===== config.mk =====
export PLATFORM = sky130hd
export DESIGN_NAME = sfr_regs
export DESIGN_NICKNAME = d
export VERILOG_FILES = /design/src/common/sfr_pkg.sv /design/src/logic/sfr_axil_slave.sv /design/src/logic/sfr_regs.sv
export SDC_FILE = /design/constraint.sdc
export NUM_CORES = 1
export LEC_CHECK = 0
export BUFFER_PORTS_ARGS = -buffer_cell sky130_fd_sc_hd__buf_2
export CAP_MARGIN = 5
export CORE_UTILIZATION = 35
export DETAILED_ROUTE_END_ITERATION = 10
export HOLD_SLACK_MARGIN = 0.06
export PLACE_DENSITY = 0.71
export REMOVE_ABC_BUFFERS = 1
export SYNTH_ARGS = -nofsm -noshare
export SYNTH_HDL_FRONTEND = slang
export SYNTH_SLANG_ARGS = --single-unit

===== constraint.sdc =====
create_clock -name ref_clk -period 2.7 [get_ports ref_clk]
set_clock_uncertainty 0.1 [all_clocks]
set_input_delay 0.54 -clock ref_clk [delete_from_list [all_inputs] [get_ports ref_clk]]
set_output_delay 0.54 -clock ref_clk [all_outputs]
set_load 0.1 [all_outputs]

===== src/common/sfr_pkg.sv =====
// Constants for the safety flag summary and voltage reaction register bank
package sfr_pkg;
  localparam int ADDR_W = 4;
  localparam int GRP_W  = 4;
  localparam int VOLT_W = 12;
  localparam int MON_W  = 6;

  // Register byte offsets
  localparam logic [ADDR_W-1:0] OFF_SUMMARY = 4'h0;
  localparam logic [ADDR_W-1:0] OFF_CFG     = 4'h4;
  localparam logic [ADDR_W-1:0] OFF_STATUS  = 4'h8;
  localparam logic [ADDR_W-1:0] OFF_MASK    = 4'hc;

  // Group flag positions, shared by summary, event status and mask
  localparam int POS_COMM    = 23;
  localparam int POS_REFRESH = 22;
  localparam int POS_PIN     = 21;
  localparam int POS_VOLT    = 20;

  // Configuration field positions (lsb of each field)
  localparam int POS_CORE_OVER  = 22;
  localparam int POS_CORE_UNDER = 20;
  localparam int POS_IO_OVER    = 10;
  localparam int POS_IO_UNDER   = 8;
  localparam int POS_SEL_CORE   = 18;
  localparam int POS_SEL_IO     = 17;
  localparam int POS_SEL_AUX1   = 16;
  localparam int POS_SEL_AUX2   = 15;
  localparam int POS_SEL_AUX3   = 14;
  localparam int POS_SEL_AUX4   = 13;

  // Index of each monitor in the self-test vectors
  localparam int MON_AUX4 = 0;
  localparam int MON_AUX3 = 1;
  localparam int MON_AUX2 = 2;
  localparam int MON_AUX1 = 3;
  localparam int MON_IO   = 4;
  localparam int MON_CORE = 5;

  // Reset values and writable bits
  localparam logic [31:0]      CFG_RESET    = 32'h00d00d00;
  localparam logic [31:0]      CFG_WMASK    = 32'h00f7ef00;
  localparam logic [GRP_W-1:0] STATUS_RESET = 4'h0;
  localparam logic [GRP_W-1:0] MASK_RESET   = 4'h0;

  localparam logic [1:0] RESP_OKAY   = 2'h0;
  localparam logic [1:0] RESP_SLVERR = 2'h2;
endpackage : sfr_pkg


===== src/logic/sfr_axil_slave.sv =====
// AXI4-Lite slave front end: one write and one read in flight
`timescale 1ns/1ps
`default_nettype none
module sfr_axil_slave (
  // Clock and reset
  input  wire logic                       ref_clk,
  input  wire logic                       rst,
  // Write address and data
  input  wire logic [sfr_pkg::ADDR_W-1:0] awaddr,
  input  wire logic                       awvalid,
  output logic                            awready,
  input  wire logic [31:0]                wdata,
  input  wire logic [3:0]                 wstrb,
  input  wire logic                       wvalid,
  output logic                            wready,
  // Write response
  output logic [1:0]                      bresp,
  output logic                            bvalid,
  input  wire logic                       bready,
  // Read address and data
  input  wire logic [sfr_pkg::ADDR_W-1:0] araddr,
  input  wire logic                       arvalid,
  output logic                            arready,
  output logic [31:0]                     rdata,
  output logic [1:0]                      rresp,
  output logic                            rvalid,
  input  wire logic                       rready,
  // Register side
  output logic                            wrEn,
  output logic [sfr_pkg::ADDR_W-1:0]      wrAddr,
  output logic [31:0]                     wrData,
  output logic [3:0]                      wrStrb,
  input  wire logic                       wrErr,
  output logic                            rdEn,
  output logic [sfr_pkg::ADDR_W-1:0]      rdAddr,
  input  wire logic [31:0]                rdData,
  input  wire logic                       rdErr
);
  import sfr_pkg::*;

  typedef struct packed {
    logic              awHeld;
    logic [ADDR_W-1:0] awAddr;
    logic              wHeld;
    logic [31:0]       wData;
    logic [3:0]        wStrb;
    logic              bValid;
    logic [1:0]        bResp;
    logic              rValid;
    logic [31:0]       rData;
    logic [1:0]        rResp;
  } sfr_axil_t;

  sfr_axil_t s;
  sfr_axil_t next_s;

  // Holding each half until the pair is complete lets address and data arrive in any order
  assign awready = !s.awHeld && !s.bValid;
  assign wready  = !s.wHeld && !s.bValid;
  assign wrEn    = s.awHeld && s.wHeld && !s.bValid;
  assign wrAddr  = s.awAddr;
  assign wrData  = s.wData;
  assign wrStrb  = s.wStrb;
  assign bvalid  = s.bValid;
  assign bresp   = s.bResp;
  assign arready = !s.rValid;
  assign rdEn    = arvalid && !s.rValid;
  assign rdAddr  = araddr;
  assign rvalid  = s.rValid;
  assign rdata   = s.rData;
  assign rresp   = s.rResp;

  always_comb begin
    next_s = s;
    if (awvalid && awready) begin
      next_s.awHeld = 1'b1;
      next_s.awAddr = awaddr;
    end
    if (wvalid && wready) begin
      next_s.wHeld = 1'b1;
      next_s.wData = wdata;
      next_s.wStrb = wstrb;
    end
    if (wrEn) begin
      next_s.awHeld = 1'b0;
      next_s.wHeld  = 1'b0;
      next_s.bValid = 1'b1;
      next_s.bResp  = wrErr ? RESP_SLVERR : RESP_OKAY;
    end else if (s.bValid && bready) begin
      next_s.bValid = 1'b0;
    end
    if (rdEn) begin
      next_s.rValid = 1'b1;
      next_s.rData  = rdData;
      next_s.rResp  = rdErr ? RESP_SLVERR : RESP_OKAY;
    end else if (s.rValid && rready) begin
      next_s.rValid = 1'b0;
    end
  end

  always_ff @(posedge ref_clk) begin
    if (rst) begin
      s <= '0;
    end else begin
      s <= next_s;
    end
  end
endmodule : sfr_axil_slave
`default_nettype wire


===== src/logic/sfr_regs.sv =====
// Safety flag summary, monitor self-test select and reaction register bank
// What this block does
// - Communication group flag is OR of three serial and two two-wire errors.
// - Refresh group flag is OR of refresh data and timing errors.
// - Safety-pin group flag is OR of power-good, reset and fail-safe pin diagnostics.
// - Voltage group flag is OR of twelve core, IO and auxiliary OV/UV flags.
// - Group flags are live, unlatched; they drop once all contributors clear.
// - Core monitor self-test select bit runs its test in phase two; resets 0.
// - IO supply monitor self-test select bit runs its test in phase two; resets 0.
// - Auxiliary one to three select bits run their tests in phase two; reset 0.
// - Auxiliary four select bit runs its test in phase two; resets 0.
//
// Decided for this implementation: register access over AXI4-Lite and the register offsets.
`timescale 1ns/1ps
`default_nettype none
module sfr_regs (
  // Clock and reset
  input  wire logic                       ref_clk,
  input  wire logic                       rst,
  // AXI4-Lite write
  input  wire logic [sfr_pkg::ADDR_W-1:0] awaddr,
  input  wire logic                       awvalid,
  output logic                            awready,
  input  wire logic [31:0]                wdata,
  input  wire logic [3:0]                 wstrb,
  input  wire logic                       wvalid,
  output logic                            wready,
  output logic [1:0]                      bresp,
  output logic                            bvalid,
  input  wire logic                       bready,
  // AXI4-Lite read
  input  wire logic [sfr_pkg::ADDR_W-1:0] araddr,
  input  wire logic                       arvalid,
  output logic                            arready,
  output logic [31:0]                     rdata,
  output logic [1:0]                      rresp,
  output logic                            rvalid,
  input  wire logic                       rready,
  // Detailed communication flags
  input  wire logic                       serialClockError,
  input  wire logic                       serialRequestError,
  input  wire logic                       serialCrcError,
  input  wire logic                       twowireCrcError,
  input  wire logic                       twowireRequestError,
  // Detailed refresh flags
  input  wire logic                       refreshDataError,
  input  wire logic                       refreshTimingError,
  // Detailed pin diagnostics
  input  wire logic                       powerGoodPinDiag,
  input  wire logic                       resetPinDiag,
  input  wire logic                       failsafeOutPinDiag,
  // Detailed monitor flags, core OV at bit 11 down to aux1 UV at bit 0
  input  wire logic [sfr_pkg::VOLT_W-1:0] voltMonFlags,
  // Self-test sequencer
  input  wire logic                       analogSelftestPhaseTwo,
  // Group flags
  output logic                            commGroupFlag,
  output logic                            refreshGroupFlag,
  output logic                            safetyPinGroupFlag,
  output logic                            voltageGroupFlag,
  // Monitor self-test selection and run enables
  output logic [sfr_pkg::MON_W-1:0]       selftestSel,
  output logic [sfr_pkg::MON_W-1:0]       selftestRun,
  // Fault reaction fields
  output logic [1:0]                      coreOverReaction,
  output logic [1:0]                      coreUnderReaction,
  output logic [1:0]                      ioOverReaction,
  output logic [1:0]                      ioUnderReaction,
  // Interrupt
  output logic                            irq
);
  import sfr_pkg::*;

  typedef struct packed {
    logic [31:0]      cfg;
    logic [GRP_W-1:0] status;
    logic [GRP_W-1:0] mask;
    logic [GRP_W-1:0] prevGroup;
    logic [MON_W-1:0] run;
  } sfr_state_t;

  sfr_state_t s;
  sfr_state_t next_s;

  logic                  wrEn;
  logic [ADDR_W-1:0]     wrAddr;
  logic [31:0]           wrData;
  logic [3:0]            wrStrb;
  logic                  wrErr;
  logic                  rdEn;
  logic [ADDR_W-1:0]     rdAddr;
  logic [31:0]           rdData;
  logic                  rdErr;
  logic [GRP_W-1:0]      groups;
  logic [GRP_W-1:0]      statusClr;
  logic [31:0]           byteMask;
  logic [31:0]           groupWord;

  sfr_axil_slave u_bus (
    .ref_clk (ref_clk),
    .rst     (rst),
    .awaddr  (awaddr),
    .awvalid (awvalid),
    .awready (awready),
    .wdata   (wdata),
    .wstrb   (wstrb),
    .wvalid  (wvalid),
    .wready  (wready),
    .bresp   (bresp),
    .bvalid  (bvalid),
    .bready  (bready),
    .araddr  (araddr),
    .arvalid (arvalid),
    .arready (arready),
    .rdata   (rdata),
    .rresp   (rresp),
    .rvalid  (rvalid),
    .rready  (rready),
    .wrEn    (wrEn),
    .wrAddr  (wrAddr),
    .wrData  (wrData),
    .wrStrb  (wrStrb),
    .wrErr   (wrErr),
    .rdEn    (rdEn),
    .rdAddr  (rdAddr),
    .rdData  (rdData),
    .rdErr   (rdErr)
  );

  // Pure gates on the detailed flags, so the summary can never disagree with them
  assign commGroupFlag = serialClockError | serialRequestError | serialCrcError
                       | twowireCrcError | twowireRequestError;
  assign refreshGroupFlag   = refreshDataError | refreshTimingError;
  assign safetyPinGroupFlag = powerGoodPinDiag | resetPinDiag
                            | failsafeOutPinDiag;
  assign voltageGroupFlag   = |voltMonFlags;

  assign groups = {commGroupFlag, refreshGroupFlag, safetyPinGroupFlag, voltageGroupFlag};
  assign groupWord = 32'(groups) << POS_VOLT;

  assign selftestSel       = s.cfg[POS_SEL_AUX4 +: MON_W];
  assign selftestRun       = s.run;
  assign coreOverReaction  = s.cfg[POS_CORE_OVER +: 2];
  assign coreUnderReaction = s.cfg[POS_CORE_UNDER +: 2];
  assign ioOverReaction    = s.cfg[POS_IO_OVER +: 2];
  assign ioUnderReaction   = s.cfg[POS_IO_UNDER +: 2];
  assign irq               = |(s.status & s.mask);

  // Address decode for both directions
  always_comb begin
    if (wrAddr == OFF_SUMMARY || wrAddr == OFF_CFG
        || wrAddr == OFF_STATUS || wrAddr == OFF_MASK) begin
      wrErr = 1'b0;
    end else begin
      wrErr = 1'b1;
    end
    rdErr = 1'b0;
    if (rdAddr == OFF_SUMMARY) begin
      rdData = groupWord;
    end else if (rdAddr == OFF_CFG) begin
      rdData = s.cfg & CFG_WMASK;
    end else if (rdAddr == OFF_STATUS) begin
      rdData = 32'(s.status) << POS_VOLT;
    end else if (rdAddr == OFF_MASK) begin
      rdData = 32'(s.mask) << POS_VOLT;
    end else begin
      rdData = 32'h00000000;
      rdErr  = 1'b1;
    end
  end

  always_comb begin
    for (int b = 0; b < 4; b++) begin
      byteMask[8*b +: 8] = {8{wrStrb[b]}};
    end
    statusClr = '0;
    next_s    = s;
    next_s.prevGroup = groups;
    // Reserved bits are dropped on write, whatever software sends
    if (wrEn && wrAddr == OFF_CFG) begin
      next_s.cfg = (s.cfg & ~(byteMask & CFG_WMASK))
                 | (wrData & byteMask & CFG_WMASK);
    end
    if (wrEn && wrAddr == OFF_MASK) begin
      next_s.mask = (s.mask & ~byteMask[POS_VOLT +: GRP_W])
                  | (wrData[POS_VOLT +: GRP_W] & byteMask[POS_VOLT +: GRP_W]);
    end
    if (wrEn && wrAddr == OFF_STATUS) begin
      statusClr = wrData[POS_VOLT +: GRP_W] & byteMask[POS_VOLT +: GRP_W];
    end
    // A rising group flag in the clearing cycle still lands
    next_s.status = (s.status & ~statusClr) | (groups & ~s.prevGroup);
    // Run enables follow the phase, gated by the select bits
    next_s.run = analogSelftestPhaseTwo ? next_s.cfg[POS_SEL_AUX4 +: MON_W]
                                        : '0;
  end

  always_ff @(posedge ref_clk) begin
    if (rst) begin
      s.cfg       <= CFG_RESET;
      s.status    <= STATUS_RESET;
      s.mask      <= MASK_RESET;
      s.prevGroup <= '0;
      s.run       <= '0;
    end else begin
      s <= next_s;
    end
  end

  // Checks on the group flags
  chk_comm_or: assert property (@(posedge ref_clk) disable iff (rst)
    commGroupFlag == (serialClockError || serialRequestError || serialCrcError
                      || twowireCrcError || twowireRequestError))
    else $error("comm group flag differs from its detailed flags");

  chk_refresh_or: assert property (@(posedge ref_clk) disable iff (rst)
    refreshGroupFlag == (refreshDataError || refreshTimingError))
    else $error("refresh group flag differs from its detailed flags");

  chk_pin_or: assert property (@(posedge ref_clk) disable iff (rst)
    safetyPinGroupFlag == (powerGoodPinDiag || resetPinDiag || failsafeOutPinDiag))
    else $error("safety pin group flag differs from its diagnostics");

  chk_volt_or: assert property (@(posedge ref_clk) disable iff (rst)
    voltageGroupFlag == (voltMonFlags != 12'h000))
    else $error("voltage group flag differs from monitor flags");

  chk_summary_live: assert property (@(posedge ref_clk) disable iff (rst)
    rdEn && rdAddr == OFF_SUMMARY
    |=> rvalid && rdata == (32'($past(groups)) << POS_VOLT))
    else $error("summary read is not the live group flags");

  chk_group_drop: assert property (@(posedge ref_clk) disable iff (rst)
    $fell(voltageGroupFlag) && !$past(rst) |-> voltMonFlags == 12'h000)
    else $error("voltage group flag fell with a flag still set");

  // Checks on self-test selection
  chk_core_run: assert property (@(posedge ref_clk) disable iff (rst)
    analogSelftestPhaseTwo && selftestSel[MON_CORE] && !wrEn
    |=> selftestRun[MON_CORE])
    else $error("core monitor test not run in phase two");

  chk_io_run: assert property (@(posedge ref_clk) disable iff (rst)
    !selftestSel[MON_IO] && !wrEn |=> !selftestRun[MON_IO])
    else $error("io monitor test ran while deselected");

  chk_aux_run: assert property (@(posedge ref_clk) disable iff (rst)
    !analogSelftestPhaseTwo |=> selftestRun[MON_AUX1 -: 3] == 3'h0)
    else $error("auxiliary monitor test ran outside phase two");

  chk_sel_reset: assert property (@(posedge ref_clk) disable iff (rst)
    $fell(rst) |-> selftestSel == 6'h00 && selftestRun == 6'h00)
    else $error("self-test selects not cleared by reset");

  chk_aux4_run: assert property (@(posedge ref_clk) disable iff (rst)
    analogSelftestPhaseTwo && selftestSel[MON_AUX4] && !wrEn
    |=> selftestRun[MON_AUX4])
    else $error("aux4 monitor test not run in phase two");

  // Checks on the configuration register
  chk_cfg_write: assert property (@(posedge ref_clk) disable iff (rst)
    wrEn && wrAddr == OFF_CFG && wrStrb == 4'hf
    |=> coreOverReaction == $past(wrData[POS_CORE_OVER +: 2])
        && ioUnderReaction == $past(wrData[POS_IO_UNDER +: 2])
        && bvalid && bresp == RESP_OKAY)
    else $error("reaction fields not taken from a full write");

  chk_cfg_reserved: assert property (@(posedge ref_clk) disable iff (rst)
    rdEn && rdAddr == OFF_CFG |=> (rdata & ~CFG_WMASK) == 32'h00000000)
    else $error("reserved configuration bits read non-zero");

  // Checks on the bus and interrupt
  chk_unmapped_err: assert property (@(posedge ref_clk) disable iff (rst)
    rdEn && rdAddr != OFF_SUMMARY && rdAddr != OFF_CFG && rdAddr != OFF_STATUS
    && rdAddr != OFF_MASK |=> rvalid && rresp == RESP_SLVERR && rdata == 32'h00000000)
    else $error("unmapped read not answered with an error");

  chk_irq_level: assert property (@(posedge ref_clk) disable iff (rst)
    $rose(voltageGroupFlag) && s.mask[0] |=> irq)
    else $error("masked-in event did not raise the interrupt");
endmodule : sfr_regs
`default_nettype wire


# After elaboration in Yosys (flattened, before gate mapping)
# Cells that the tools add are included.
# totals
in_bits	74
output_inout_bits	66
ff_bits	121
# classes
n_eq_ne	6
n_mux	16
reduce_logical	27
bitwise	22
# op_table
cell	n
$mux W24	3
$and A32 B32 Y32	1
$mux W32	1
$not A24 Y32	1
$or A32 B24 Y32	1
$and A24 B24 Y24	1
$and A4 B4 Y4	5
$mux W19	1
$eq A4 B4 Y1 const B	4
$logic_and A1 B1 Y1	12
$not A4 Y4	3
$reduce_or A12 Y1	1
$eq A4 B3 Y1 const B	2
$logic_not A4 Y1	2
$mux W1	8
$or A4 B4 Y4	2
$or A1 B1 Y1	7
$logic_not A1 Y1	4
$mux W2	2
$mux W4	1
$reduce_bool A2 Y1	2
$reduce_or A2 Y1	2
$reduce_or A4 Y1	1
$logic_or A1 B1 Y1	3
$not A1 Y1	1

# Longest topological paths before layout
# logic_depth
depth_word	7
depth_mapped	6
ltp_nobuf	5

# By module
# From an unflattened synthesis, not the netlist that was laid out.
# unflattened
hier_cells	611
hier_area_um2	5018.6
# by_module_without_submodules
module	area_each_um2	cells_each	n_inst
sfr_axil_slave	3370.7	420	1
sfr_regs	1647.8	191	1

# Worst setup path after synthesis
# Ideal clock, no wire load.
# synth_path
path_type	flip-flop to flip-flop
from	reg u_bus.s (netlist bit u_bus.bvalid)
to	reg u_bus.s (netlist bit u_bus.wrData[10])
path_stages_with_launch	7
path_slack_ns	-0.546
path_buffers	2
t_required_ns	2.530
arrival_time_ns	3.075
cell_sequence	dfxtp_1 > nor2_1 > and2_1 > clkbuf_1 > clkbuf_1 > nand2_1 > a21oi_1
# synth_between
elab_chain_len	3
# synth_lines
item	line_no	text
start: declaration	sfr_axil_slave.sv:54	sfr_axil_t s;
start signal: assignment	sfr_axil_slave.sv:105	s <= next_s;
$logic_not A1 Y1	sfr_axil_slave.sv:59	assign wready = !s.wHeld && !s.bValid;
$logic_and A1 B1 Y1	sfr_axil_slave.sv:59	
via wready	sfr_regs.sv:27	output logic wready,
$logic_and A1 B1 Y1	sfr_axil_slave.sv:79	if (wvalid && wready) begin
# The timed path passes the listed nets, and every way through them passes these cells.
# A chain may end at the register's enable or synchronous reset.

# Final worst setup path
# layout_path
from	in voltMonFlags[1] in the netlist's numbering
to	out voltageGroupFlag
# layout_between
elab_chain_len	1
# layout_lines
item	line_no	text
start: declaration	sfr_regs.sv:53	input wire logic [sfr_pkg::VOLT_W-1:0] voltMonFlags,
$reduce_or A12 Y1	sfr_regs.sv:136	assign voltageGroupFlag = |voltMonFlags;
end: declaration	sfr_regs.sv:60	output logic voltageGroupFlag,
# Every way passes these cells.

==> key figures <==
Routing
  • Pre-antenna DRT Iters: 5
  • Wire length per cell: roughly 13 µm
  • Detailed Route Iter0 Violations: 52
  • Drt drc: 0
  • DR vias/cell: 4.67
  • Vias: 2,463
  • Final ANT Viol Nets: 0
  • Final wirelength: 6.60 mm

Floorplanning
  • Die ar.: 9400 µm²
  • Effective utilization at floorplan: 36.2%
  • Standard-cell row count: 34
  • Chip height: 97.0 µm
  • Core Box Area: 8720 µm²
  • Die width: roughly 97 µm
  • # IOs: 140

Synthesis
  • Ys async rst share: 0%
  • Primary FF master, synth: dfxtp_1
  • Number of enable flip-flop cells after synthesis: 0
  • Mapped Area: about 3200 µm²
  • Distinct cells, synth: 35
  • Yosys reg bits: 72
  • Seq/Total Area, Yosys: 45.7%
  • Syn_area_per_cell: 8.91 µm²
  • Synthesized instance count: 354
  • Synth Warn #: 0

Global route
  • First-pass GRT wire length: 11.0 mm
  • Number of global-route vias before repair: 2,260
  • Grt total ovfl: 0
  • Initial antenna violation count: 0
  • GRT Overall Usage: about 15%
  • Largest net degree at the start of global routing: 33

Cells and area
  • Layout Nets: 488
  • Util after Layout: 41.3%
  • Layout cells sized above 1: 29.8%
  • Antenna Cells: 0
  • Most frequent cells in the layout: buf_2 (99), dfxtp_1 (72), nor2_1 (44)
  • Area grow syn2layout: 14.0%
  • Most common cell after layout, fill and taps aside: buf_2

STA
  • Hold Vio Cnt, Final: 0
  • Actual slew at the worst max-slew pin: a little over 800 ps
  • Period Utilization, post-route: 79.6%
  • Relative slew margins: 46.3%
  • Period minus WS final: 2150 ps
  • RSZ-0062 raised after global routing: false
  • Endpoints failing setup: 0
  • Fmax: 466 MHz
  • Hold_ws: 317 ps
  • Final Max Tran Viols: 0

Clock tree
  • Number of H-tree levels: 3
  • Post-CTS setup buffer count: 0
  • TritonCTS Sinks: 72
  • CTS tree: yes
  • CTS root buf: clkbuf_8
  • Total clock buffers created by CTS: 9
  • Post-CTS Hold Buffers: 0
  • Clock transition at the registers of the reported paths: 70 ps
  • CTS max path bufs: 2
  • Resized cells post-CTS: 0
  • Clock Latency Late Sink: 340 ps

Place
  • Final Wtd Congestion: 0.768
  • HPWL Detailed: slightly below 5 mm
  • IO Port Bufs: between 90 and 100

Worst setup path
  • CP Class: input port to primary output
  • Worst setup EP type: primary output
  • Worst Path Max Fanout: 4
  • WP data required: 2060 ps
  • Crit path launch type: input port
  • Critical path arrival: 1510 ps

Power and ir drop
  • Pleak: roughly 1.6 nW
  • Power per Cell Area: roughly 660 nW/µm²
  • Worst IR Drop VDD: 0.226 mV

Run
  • Max-cap violation count: 0

Outcome
  • Status: completed

Hold path
  • Hold WC Path Type: flop to flop
[critical path, stage by stage]
cell	delay, ps
buf_2	90
nor4_1	240
and3_1	290
inv_1	50
buf_2	290
[cell usage after synthesis, drive strengths merged (4+ instances only)]
library cell,n,area (µm²)
a21oi,25,125
buf,59,434
dfxtp,72,1440
a22oi,13,97.6
nand2b,7,43.8
mux2i,19,190
a211o,9,78.8
nor2b,7,43.8
nand2,39,146
nor2,44,165
nor3,4,25.0
nor4,6,67.6
clkbuf,14,52.6
inv,11,41.3
[metrics by stage]
stage	instance area (µm²)	std cells	setup slack [ps]	power, mW	setup TNS [ps]
final	3600	527	552	2.36	0
after global routing	3600	527	472	2.46	0
after CTS	3600	527	529	2.39	0
after detailed placement	3400	511	531	1.55	0
after global placement	3400	511	543	1.54	0
after floorplan	2740	300	-529	1.45	-10290
[layout make-up]
class | count | area [µm²]
fill | 874 | 5120
sequential | 72 | 1440
multi-input combinational | 217 | 1260
timing repair buffer | 103 | 526
clock buffer | 11 | 141
tap | 108 | 135
clock inverter | 5 | 56.3
inverter | 11 | 41.3
[per-layer routing]
metal  share of wire, %  vias up  GRT usage, %
li1                   -     1226             -
met1                 44     1130          17.6
met2                 48       96          24.7
met3                6.0       11          3.40
met4                1.7        0          6.89
met5                  0        -             0
[power by group]
part           switching (mW)  internal, mW  total [mW]
clock network           0.386         0.451       0.836
registers              0.0292          1.10        1.13
logic                   0.310        0.0827       0.392
total                   0.724          1.63        2.36
[kinds of logic (layout without fill, tap and decap cells)]
logic type | after synthesis | in the layout | share of synthesized area, %
AO/OA/AOI/OAI | 59 | 59 | 12.3
buffers and inverters | 84 | 130 | 16.7
flip-flops | 72 | 72 | 45.7
multiplexers | 21 | 21 | 7.10
other | 1 | 20 | 0.119
AND/OR/NAND/NOR | 117 | 117 | 18.0
[path summary, 6_finish.rpt]
check / startpoint / to / slack [ps] / cells past startpoint
worst max-delay path: voltMonFlags[1] / voltageGroupFlag / 550 / 5
worst min-delay path: s[9] / s[17] / 320 / 1
worst max register to register: u_bus.wrAddr[0] / selftestRun[4] / 760 / 4
worst min register to register: s[9] / s[17] / 320 / 1
(Power assumes the default switching activity.)
